## src/core/sysclk_defs.vh

```
// constants for the system clock select and fast wake-up block
`ifndef SYSCLK_DEFS_VH
`define SYSCLK_DEFS_VH

// ****************************************************************
// register map
// ****************************************************************
`define CTRL_OFFSET          4'h0
`define CTRL_RESET           8'h03
`define CTRL_WMASK           8'hf3

// ****************************************************************
// field positions of system_clock_mode_control
// ****************************************************************
`define HCS_BIT              0
`define IOH_BIT              1
`define HRDY_BIT             2
`define LRDY_BIT             3
`define FWE_BIT              4
`define DIV_LSB              5
`define DIV_MSB              7

// ****************************************************************
// clock_divider_select codes
// ****************************************************************
`define DIV_LOW_A            3'h0
`define DIV_LOW_B            3'h1
`define DIV_64               3'h2
`define DIV_32               3'h3
`define DIV_16               3'h4
`define DIV_8                3'h5
`define DIV_4                3'h6
`define DIV_2                3'h7

// divide ratio as log2 on the output
`define LOG2_1               3'h0
`define LOG2_2               3'h1
`define LOG2_4               3'h2
`define LOG2_8               3'h3
`define LOG2_16              3'h4
`define LOG2_32              3'h5
`define LOG2_64              3'h6

// ****************************************************************
// system clock source, one-hot
// ****************************************************************
`define SRC_NONE             4'h1
`define SRC_HIGH             4'h2
`define SRC_LOW              4'h4
`define SRC_SUB              4'h8

// ****************************************************************
// oscillator types
// ****************************************************************
`define HOSC_CRYSTAL         2'h0
`define HOSC_RC_EXT          2'h1
`define HOSC_RC_INT          2'h2
`define LOSC_CRYSTAL         1'b0
`define LOSC_RC_INT          1'b1

// ****************************************************************
// stabilisation counts in oscillator cycles
// ****************************************************************
`define CNT_W                11
`define CRYSTAL_STABLE       11'h400
`define RC_HIGH_STABLE       11'h010
`define RC_LOW_STABLE        11'h002
`define WAKE_SHORT_CYCLES    2'h2

// ****************************************************************
// bus responses
// ****************************************************************
`define RESP_OKAY            2'h0
`define RESP_SLVERR          2'h2

`endif

```

## src/core/osc_ready_counter.v

```verilog
// stabilisation counter that raises a ready flag after a number of oscillator cycles
`default_nettype none

module osc_ready_counter #(
	parameter CNT_W = 11
) (
	// clock and reset
	input  wire             aclk,
	input  wire             aresetn,
	// oscillator side
	input  wire             osc_enable,
	input  wire             osc_edge,
	input  wire [CNT_W-1:0] target,
	// status
	output reg              ready_reg
);

	reg [CNT_W-1:0] count_reg;

	// a stopped oscillator loses its count, so ready drops at once
	always @(posedge aclk) begin
		if (!aresetn || !osc_enable) begin
			count_reg <= {CNT_W{1'b0}};
			ready_reg <= 1'b0;
		end else if (!ready_reg && osc_edge) begin
			count_reg <= count_reg + {{(CNT_W-1){1'b0}}, 1'b1};
			if (count_reg + {{(CNT_W-1){1'b0}}, 1'b1} >= target) begin
				ready_reg <= 1'b1;
			end
		end
	end

endmodule // osc_ready_counter

`default_nettype wire

```

## src/core/sysclk_select_fast_wakeup.v

```verilog
// system clock mode control register, oscillator ready flags and halt/wake sequencing
//
// The address map and the AXI4-Lite register port were left to the implementer.
`default_nettype none
`include "sysclk_defs.vh"

module sysclk_select_fast_wakeup (
	// clock and reset
	input  wire        aclk,
	input  wire        aresetn,
	// axi4-lite write address
	input  wire [3:0]  s_axi_awaddr,
	input  wire [2:0]  s_axi_awprot,
	input  wire        s_axi_awvalid,
	output reg         s_axi_awready,
	// axi4-lite write data
	input  wire [31:0] s_axi_wdata,
	input  wire [3:0]  s_axi_wstrb,
	input  wire        s_axi_wvalid,
	output reg         s_axi_wready,
	// axi4-lite write response
	output reg  [1:0]  s_axi_bresp,
	output reg         s_axi_bvalid,
	input  wire        s_axi_bready,
	// axi4-lite read address
	input  wire [3:0]  s_axi_araddr,
	input  wire [2:0]  s_axi_arprot,
	input  wire        s_axi_arvalid,
	output reg         s_axi_arready,
	// axi4-lite read data
	output reg  [31:0] s_axi_rdata,
	output reg  [1:0]  s_axi_rresp,
	output reg         s_axi_rvalid,
	input  wire        s_axi_rready,
	// oscillator pins, asynchronous
	input  wire        high_osc_clk,
	input  wire        low_osc_clk,
	// configuration and cpu side, same clock
	input  wire [1:0]  high_osc_type,
	input  wire        low_osc_type,
	input  wire        watchdog_enable,
	input  wire        idle_sysclk_keep,
	input  wire        halt_request,
	input  wire        wake_request,
	// clock control outputs
	output reg  [3:0]  sysclk_source_reg,
	output reg  [2:0]  sysclk_div_log2_reg,
	output reg         high_osc_enable_reg,
	output reg         low_osc_enable_reg,
	output reg         cpu_run_reg,
	output reg  [8:0]  state_reg
);

	// ****************************************************************
	// states
	// ****************************************************************
	localparam S_RUN        = 9'h001;
	localparam S_IDLE_RUN   = 9'h002;
	localparam S_IDLE_STOP  = 9'h004;
	localparam S_LIGHT_STOP = 9'h008;
	localparam S_DEEP_STOP  = 9'h010;
	localparam S_WAKE_WAIT  = 9'h020;
	localparam S_WAKE_SHORT = 9'h040;
	localparam S_FAST_WAKE  = 9'h080;
	localparam S_FAST_RUN   = 9'h100;

	// ****************************************************************
	// declarations
	// ****************************************************************
	reg  [7:0]         ctrl_reg;
	reg  [3:0]         awaddr_reg;
	reg  [7:0]         wdata_reg;
	reg                wstrb0_reg;
	reg  [1:0]         wake_cnt_reg;
	reg  [2:0]         high_sync_reg;
	reg  [2:0]         low_sync_reg;
	reg  [8:0]         state_next;
	reg  [3:0]         source_next;
	reg  [2:0]         div_next;
	reg  [`CNT_W-1:0]  high_target;
	reg  [`CNT_W-1:0]  low_target;
	wire               high_osc_ready;
	wire               low_osc_ready;
	wire               high_edge;
	wire               low_edge;
	wire               high_src;
	wire               fast_ok;
	wire               wake_edge;
	wire               do_write;
	wire [2:0]         div_code;
	wire [7:0]         ctrl_view;

	assign div_code  = ctrl_reg[`DIV_MSB:`DIV_LSB];
	assign high_src  = ctrl_reg[`HCS_BIT] |
	                   ((div_code != `DIV_LOW_A) && (div_code != `DIV_LOW_B));
	assign ctrl_view = {ctrl_reg[7:4], low_osc_ready, high_osc_ready, ctrl_reg[1:0]};

	// ****************************************************************
	// oscillator synchronisers
	// ****************************************************************
	// stage 0 feeds only stage 1; edges come from stages 1 and 2
	always @(posedge aclk) begin
		if (!aresetn) begin
			high_sync_reg <= 3'h0;
			low_sync_reg  <= 3'h0;
		end else begin
			high_sync_reg <= {high_sync_reg[1:0], high_osc_clk};
			low_sync_reg  <= {low_sync_reg[1:0], low_osc_clk};
		end
	end

	// oscillators must stay below half of aclk or cycles are missed
	assign high_edge = high_sync_reg[1] & ~high_sync_reg[2];
	assign low_edge  = low_sync_reg[1] & ~low_sync_reg[2];

	// ****************************************************************
	// stabilisation counters
	// ****************************************************************
	always @* begin
		if (high_osc_type == `HOSC_CRYSTAL) begin
			high_target = `CRYSTAL_STABLE;
		end else begin
			high_target = `RC_HIGH_STABLE;
		end
		if (low_osc_type == `LOSC_CRYSTAL) begin
			low_target = `CRYSTAL_STABLE;
		end else begin
			low_target = `RC_LOW_STABLE;
		end
	end

	osc_ready_counter #(
		.CNT_W      (`CNT_W)
	) u_high_ready (
		.aclk       (aclk),
		.aresetn    (aresetn),
		.osc_enable (high_osc_enable_reg),
		.osc_edge   (high_edge),
		.target     (high_target),
		.ready_reg  (high_osc_ready)
	);

	osc_ready_counter #(
		.CNT_W      (`CNT_W)
	) u_low_ready (
		.aclk       (aclk),
		.aresetn    (aresetn),
		.osc_enable (low_osc_enable_reg),
		.osc_edge   (low_edge),
		.target     (low_target),
		.ready_reg  (low_osc_ready)
	);

	// ****************************************************************
	// power state machine
	// ****************************************************************
	// substitute clock only runs in light stop and clock-stopped wait
	assign fast_ok = ctrl_reg[`FWE_BIT] & high_src &
	                 (high_osc_type == `HOSC_CRYSTAL) &
	                 ((state_reg == S_LIGHT_STOP) || (state_reg == S_IDLE_STOP));

	assign wake_edge = (state_reg == S_FAST_WAKE) ? low_edge :
	                   (high_src ? high_edge : low_edge);

	always @* begin
		state_next = state_reg;
		case (state_reg)
			S_RUN: begin
				if (halt_request) begin
					if (ctrl_reg[`IOH_BIT]) begin
						state_next = idle_sysclk_keep ? S_IDLE_RUN : S_IDLE_STOP;
					end else begin
						// watchdog off stops both oscillators
						state_next = watchdog_enable ? S_LIGHT_STOP : S_DEEP_STOP;
					end
				end
			end
			S_IDLE_RUN: begin
				if (wake_request) begin
					state_next = S_WAKE_SHORT;
				end
			end
			S_IDLE_STOP, S_LIGHT_STOP, S_DEEP_STOP: begin
				if (wake_request) begin
					state_next = fast_ok ? S_FAST_WAKE : S_WAKE_WAIT;
				end
			end
			S_WAKE_WAIT: begin
				if (high_src ? high_osc_ready : low_osc_ready) begin
					state_next = S_RUN;
				end
			end
			S_WAKE_SHORT: begin
				if (wake_edge && (wake_cnt_reg + 2'h1 >= `WAKE_SHORT_CYCLES)) begin
					state_next = S_RUN;
				end
			end
			S_FAST_WAKE: begin
				if (wake_edge && (wake_cnt_reg + 2'h1 >= `WAKE_SHORT_CYCLES)) begin
					state_next = S_FAST_RUN;
				end
			end
			S_FAST_RUN: begin
				if (high_osc_ready) begin
					state_next = S_RUN;
				end
			end
			default: begin
				state_next = S_RUN;
			end
		endcase
	end

	// ****************************************************************
	// clock selection
	// ****************************************************************
	always @* begin
		case (div_code)
			`DIV_64: div_next = `LOG2_64;
			`DIV_32: div_next = `LOG2_32;
			`DIV_16: div_next = `LOG2_16;
			`DIV_8:  div_next = `LOG2_8;
			`DIV_4:  div_next = `LOG2_4;
			`DIV_2:  div_next = `LOG2_2;
			default: div_next = `LOG2_1;
		endcase
		if (ctrl_reg[`HCS_BIT] || (state_next == S_FAST_RUN)) begin
			div_next = `LOG2_1;
		end
		case (state_next)
			S_RUN, S_IDLE_RUN, S_WAKE_SHORT: begin
				source_next = high_src ? `SRC_HIGH : `SRC_LOW;
			end
			S_FAST_RUN: begin
				source_next = `SRC_SUB;
			end
			default: begin
				source_next = `SRC_NONE;
			end
		endcase
	end

	always @(posedge aclk) begin
		if (!aresetn) begin
			state_reg           <= S_RUN;
			wake_cnt_reg        <= 2'h0;
			sysclk_source_reg   <= `SRC_HIGH;
			sysclk_div_log2_reg <= `LOG2_1;
			high_osc_enable_reg <= 1'b1;
			low_osc_enable_reg  <= 1'b1;
			cpu_run_reg         <= 1'b1;
		end else begin
			state_reg           <= state_next;
			sysclk_source_reg   <= source_next;
			sysclk_div_log2_reg <= div_next;
			cpu_run_reg         <= (state_next == S_RUN) || (state_next == S_FAST_RUN);
			// high oscillator stops in stop, clock-stopped wait and on the low clock
			high_osc_enable_reg <= (source_next == `SRC_HIGH) || (state_next == S_WAKE_WAIT && high_src) ||
			                       (state_next == S_FAST_WAKE) || (state_next == S_FAST_RUN);
			low_osc_enable_reg  <= (state_next != S_DEEP_STOP);
			if ((state_reg == S_WAKE_SHORT) || (state_reg == S_FAST_WAKE)) begin
				if (wake_edge) begin
					wake_cnt_reg <= wake_cnt_reg + 2'h1;
				end
			end else begin
				wake_cnt_reg <= 2'h0;
			end
		end
	end

	// ****************************************************************
	// axi4-lite slave
	// ****************************************************************
	// one write in flight; address and data may arrive in either order
	assign do_write = !s_axi_awready && !s_axi_wready && !s_axi_bvalid;

	always @(posedge aclk) begin
		if (!aresetn) begin
			s_axi_awready <= 1'b1;
			s_axi_wready  <= 1'b1;
			s_axi_bvalid  <= 1'b0;
			s_axi_bresp   <= `RESP_OKAY;
			awaddr_reg    <= 4'h0;
			wdata_reg     <= 8'h00;
			wstrb0_reg    <= 1'b0;
			ctrl_reg      <= `CTRL_RESET;
		end else begin
			if (s_axi_awvalid && s_axi_awready) begin
				s_axi_awready <= 1'b0;
				awaddr_reg    <= s_axi_awaddr;
			end
			if (s_axi_wvalid && s_axi_wready) begin
				s_axi_wready <= 1'b0;
				wdata_reg    <= s_axi_wdata[7:0];
				wstrb0_reg   <= s_axi_wstrb[0];
			end
			if (do_write) begin
				s_axi_bvalid <= 1'b1;
				if ({awaddr_reg[3:2], 2'h0} == `CTRL_OFFSET) begin
					s_axi_bresp <= `RESP_OKAY;
					// ready flags are read-only, only writable bits change
					if (wstrb0_reg) begin
						ctrl_reg <= (ctrl_reg & ~`CTRL_WMASK) | (wdata_reg & `CTRL_WMASK);
					end
				end else begin
					s_axi_bresp <= `RESP_SLVERR;
				end
			end
			if (s_axi_bvalid && s_axi_bready) begin
				s_axi_bvalid  <= 1'b0;
				s_axi_awready <= 1'b1;
				s_axi_wready  <= 1'b1;
			end
		end
	end

	always @(posedge aclk) begin
		if (!aresetn) begin
			s_axi_arready <= 1'b1;
			s_axi_rvalid  <= 1'b0;
			s_axi_rdata   <= 32'h00000000;
			s_axi_rresp   <= `RESP_OKAY;
		end else begin
			if (s_axi_arvalid && s_axi_arready) begin
				s_axi_arready <= 1'b0;
				s_axi_rvalid  <= 1'b1;
				if ({s_axi_araddr[3:2], 2'h0} == `CTRL_OFFSET) begin
					s_axi_rdata <= {24'h000000, ctrl_view};
					s_axi_rresp <= `RESP_OKAY;
				end else begin
					s_axi_rdata <= 32'h00000000;
					s_axi_rresp <= `RESP_SLVERR;
				end
			end
			if (s_axi_rvalid && s_axi_rready) begin
				s_axi_rvalid  <= 1'b0;
				s_axi_arready <= 1'b1;
			end
		end
	end

endmodule // sysclk_select_fast_wakeup

`default_nettype wire

```

## config.mk

```make
export PLATFORM = sky130hd
export DESIGN_NAME = sysclk_select_fast_wakeup
export DESIGN_NICKNAME = d
export VERILOG_FILES = /design/src/core/osc_ready_counter.v /design/src/core/sysclk_select_fast_wakeup.v
export VERILOG_INCLUDE_DIRS = /design/src /design/src/core
export SDC_FILE = /design/constraint.sdc
export NUM_CORES = 1
export LEC_CHECK = 0
export BUFFER_PORTS_ARGS = -buffer_cell sky130_fd_sc_hd__buf_2
export CORE_MARGIN = 4
export CORE_UTILIZATION = 47
export DETAILED_ROUTE_END_ITERATION = 6
export GPL_TIMING_DRIVEN = 0
export MAX_ROUTING_LAYER = met4
export PLACE_DENSITY = 0.76
export SLEW_MARGIN = 20
export SYNTH_ARGS = -nofsm -noshare
export SYNTH_HDL_FRONTEND = slang
export SYNTH_HIERARCHICAL = 1
export SYNTH_SLANG_ARGS = --single-unit
```

## constraint.sdc

```tcl
create_clock -name aclk -period 2.1 [get_ports aclk]
set_clock_uncertainty 0.2 [all_clocks]
set_input_delay 0.105 -clock aclk [delete_from_list [all_inputs] [get_ports aclk]]
set_output_delay 0.105 -clock aclk [all_outputs]
set_load 0.03 [all_outputs]
```

==> run_results.csv <==
group,metric,value,unit
timing,maxSlewHeadroom,0.6116,
detailed_routing,drt_iter0_drc,191,
placed_design,place_hpwl,7287,microns
power_and_ir_drop,power.leakage,0.002752,uW
worst_setup_path,cp.required,2.14,ns
floorplan,die_w,105.3,microns
cts,path_clk_slew,0.09,ns
worst_setup_path,worstSetupPathType,"reg2reg",
synth,ys.warnings.count,6,
finish,final_cells,832,
synth,netlist_area,4448,sq um
global_route,grt_max_degree,17,
synth,synthCells,520,
worst_setup_path,end_kind,"register",
status,violations,"setup timing",
job,maxCapViolCount,0,
detailed_routing,wl_met2,6312,microns
global_route,grt_pass1_wl,18480,microns
floorplan,initial_core_util,0.4814,
synth,ys_async_sr_fraction,0,
synth,synth_area_per_cell,8.554,sq um
synth,ys_ff_latch,81,
global_route,antenna_found_initial,0,
placed_design,gp_congestion,0.8469,
timing,max_freq,450.7,MHz
detailed_routing,firstDrtPassIters,4,
detailed_routing,routed.top_layer,"met4",
placed_design,numPlacedInstances,751,
floorplan,fp.dieH,105.3,microns
timing,rsz0062_at_grt,"yes",
timing,period_minus_slack,2.219,ns
detailed_routing,wl_met3,415,microns
synth,synth_area_leader_cell,"dfxtp_1",
floorplan,core,9240,sq um
detailed_routing,wl,11970,microns
floorplan,die_area,11080,sq um
finish,syn_to_final_growth,40.39,%
detailed_routing,drcViolationCount,0,
cts,root_buffer,"clkbuf_8",
synth,dominantRegCellSynth,"dfxtp_1",
cts,cts.sinks,81,
worst_setup_path,path_max_fanout,6,
synth,synth_edf_count,0,
cts,cts_buffer_depth,2,
synth,synth_top_area_frac,0.3646,
timing,finalCritPeriodShare,1.057,
worst_setup_path,worstSetupStartpointType,"register",
status,status,"complete, but fails checks",
synth,synthTopCellsByArea,"dfxtp_1 (36%), ha_1 (6.8%), buf_4 (5.4%), nor2_1 (5.2%), xor2_1 (4.5%)",
global_route,grtUsageTotal,0.2072,
hold_path,hp-class,"in2reg",
worst_setup_path,arrival,2.26,ns
placed_design,dpl_worst_slack,-0.2748,ns
detailed_routing,m1WireLength,4985,microns
timing,slew_viol_final,0,
cts,worst_skew_pair.late_latency,0.35,ns
finish,final_nets,788,
detailed_routing,routedWlPerCell,14.39,microns
timing,worst_pin_slew,0.5825,ns
global_route,grt_overflow,0,
finish,n_antenna_cell,0,
floorplan,ioPinCount,126,
synth,synth_most_common_cell,"dfxtp_1",
finish,layout-drive-gt1-share,0.3428,
power_and_ir_drop,power_density,553.6,nW/um^2
detailed_routing,vias,4184,
floorplan,rows,35,
timing,holdWs,0.1562,ns
synth,synth_common_cells,"dfxtp_1 (81), nor2_1 (62), nand2_1 (40), nand3_1 (33), buf_4 (32)",
synth,ys_seq_area_frac,0.3646,
placed_design,port_buffers,59,
timing,finalHoldViolations,0,
timing,finalSetupViolations,10,
global_route,grt_pass1_vias,3956,
timing,worst_slack,-0.1188,ns
power_and_ir_drop,vdd_drop_max,412.3,uV
cts,tritoncts,"done",
detailed_routing,vias_per_cell,5.029,
cts,h-tree-depth,3,
cts,numCtsBuffers,9,
detailed_routing,ant_nets,0,
synth,synth_cell_types,62,
[layout make-up]
type | count | area, sq um
buffer | 42 | 301.5
clock buffer | 9 | 123.9
fill | 699 | 2995
clock inverter | 7 | 88.84
multi-input combinational | 405 | 2851
timing repair buffer | 129 | 919.6
sequential | 81 | 1685
inverter | 30 | 112.6
tap | 129 | 161.4
[cell families after synthesis]
kind of cell	Yosys count	synth area share
and+or+nand+nor	210	0.2473
DFF	81	0.3646
buffers and inverters	77	0.1029
AOI/OAI and AO/OA	70	0.1004
xor gates and xnor gates	44	0.08664
adders and majority gates	24	0.06751
muxes	13	0.02982
other	1	0.0008431
[cell usage in the layout, fill, tap and decap left out, drive strengths merged, types with 3 or more instances in the layout]
cell         count
a21oi           25
a22oi            9
and2            10
and4             6
buf            132
clkbuf          16
clkinv           3
conb            44
dfxtp           81
dlygate4sd3     32
ha              24
inv             32
mux2i           11
nand2           41
nand2b           5
nand3           33
nand4           13
nor2            63
nor2b            8
nor3            10
nor4             5
nor4b            3
o21a             3
o21ai           15
or3              4
xnor2           21
xor2            23
[report_power, final]
| group | internal (uW) | switching (uW) |
|---|---|---|
| sequential | 1570 | 37.5 |
| combinational | 268 | 381 |
| clock | 572 | 629 |
[per-layer routing]
layer	GRT usage	up-vias
li1	-	2065
met1	0.2418	1986
met2	0.3593	109
met3	0.03184	24
met4	0.07779	0
met5	-	-
[final timing paths]
| path | startpoint | endpoint | slack, ns | depth (start not counted) |
|---|---|---|---|---|
| setup / recovery | u_low_ready/count_reg[1] | u_low_ready/ready_reg | -0.12 | 10 |
| hold / removal | high_osc_type[0] | state_reg[7] | 0.16 | 6 |
| setup reg to reg | u_low_ready/count_reg[1] | u_low_ready/ready_reg | -0.12 | 10 |
| hold reg to reg | low_sync_reg[0] | low_sync_reg[1] | 0.25 | 1 |
[repair_timing]
action,CTS,global route
endpoints found under the setup margin,12,24
hold buffers,32,0
resized for setup,42,55
hold endpoints to repair,31,0
pin swaps,41,42
buffers inserted,22,16
[critical path: stages, from the launching register on]
cell and delay, ns:
dfxtp_4 0.36, buf_4 0.11, and4_4 0.20, buf_6 0.12, nand3_1 0.11, xnor2_1 0.19, ha_1 0.27, nand2_1 0.11
nor2_2 0.06, a221oi_2 0.32, a2111oi_2 0.06
[per-stage QoR]
step	setup TNS, ns	power [uW]	cell area (sq um)	utilization
after global routing	-1.179	3602	6245	0.6758
after CTS	-0.3308	3405	5947	0.6436
after floorplan	0	2030	4676	-
after global placement	-1.092	2143	5132	0.5555
after detailed placement	-1.355	2151	5132	0.5555
final	-0.5726	3457	6245	0.6758
(Power assumes the default switching activity.)
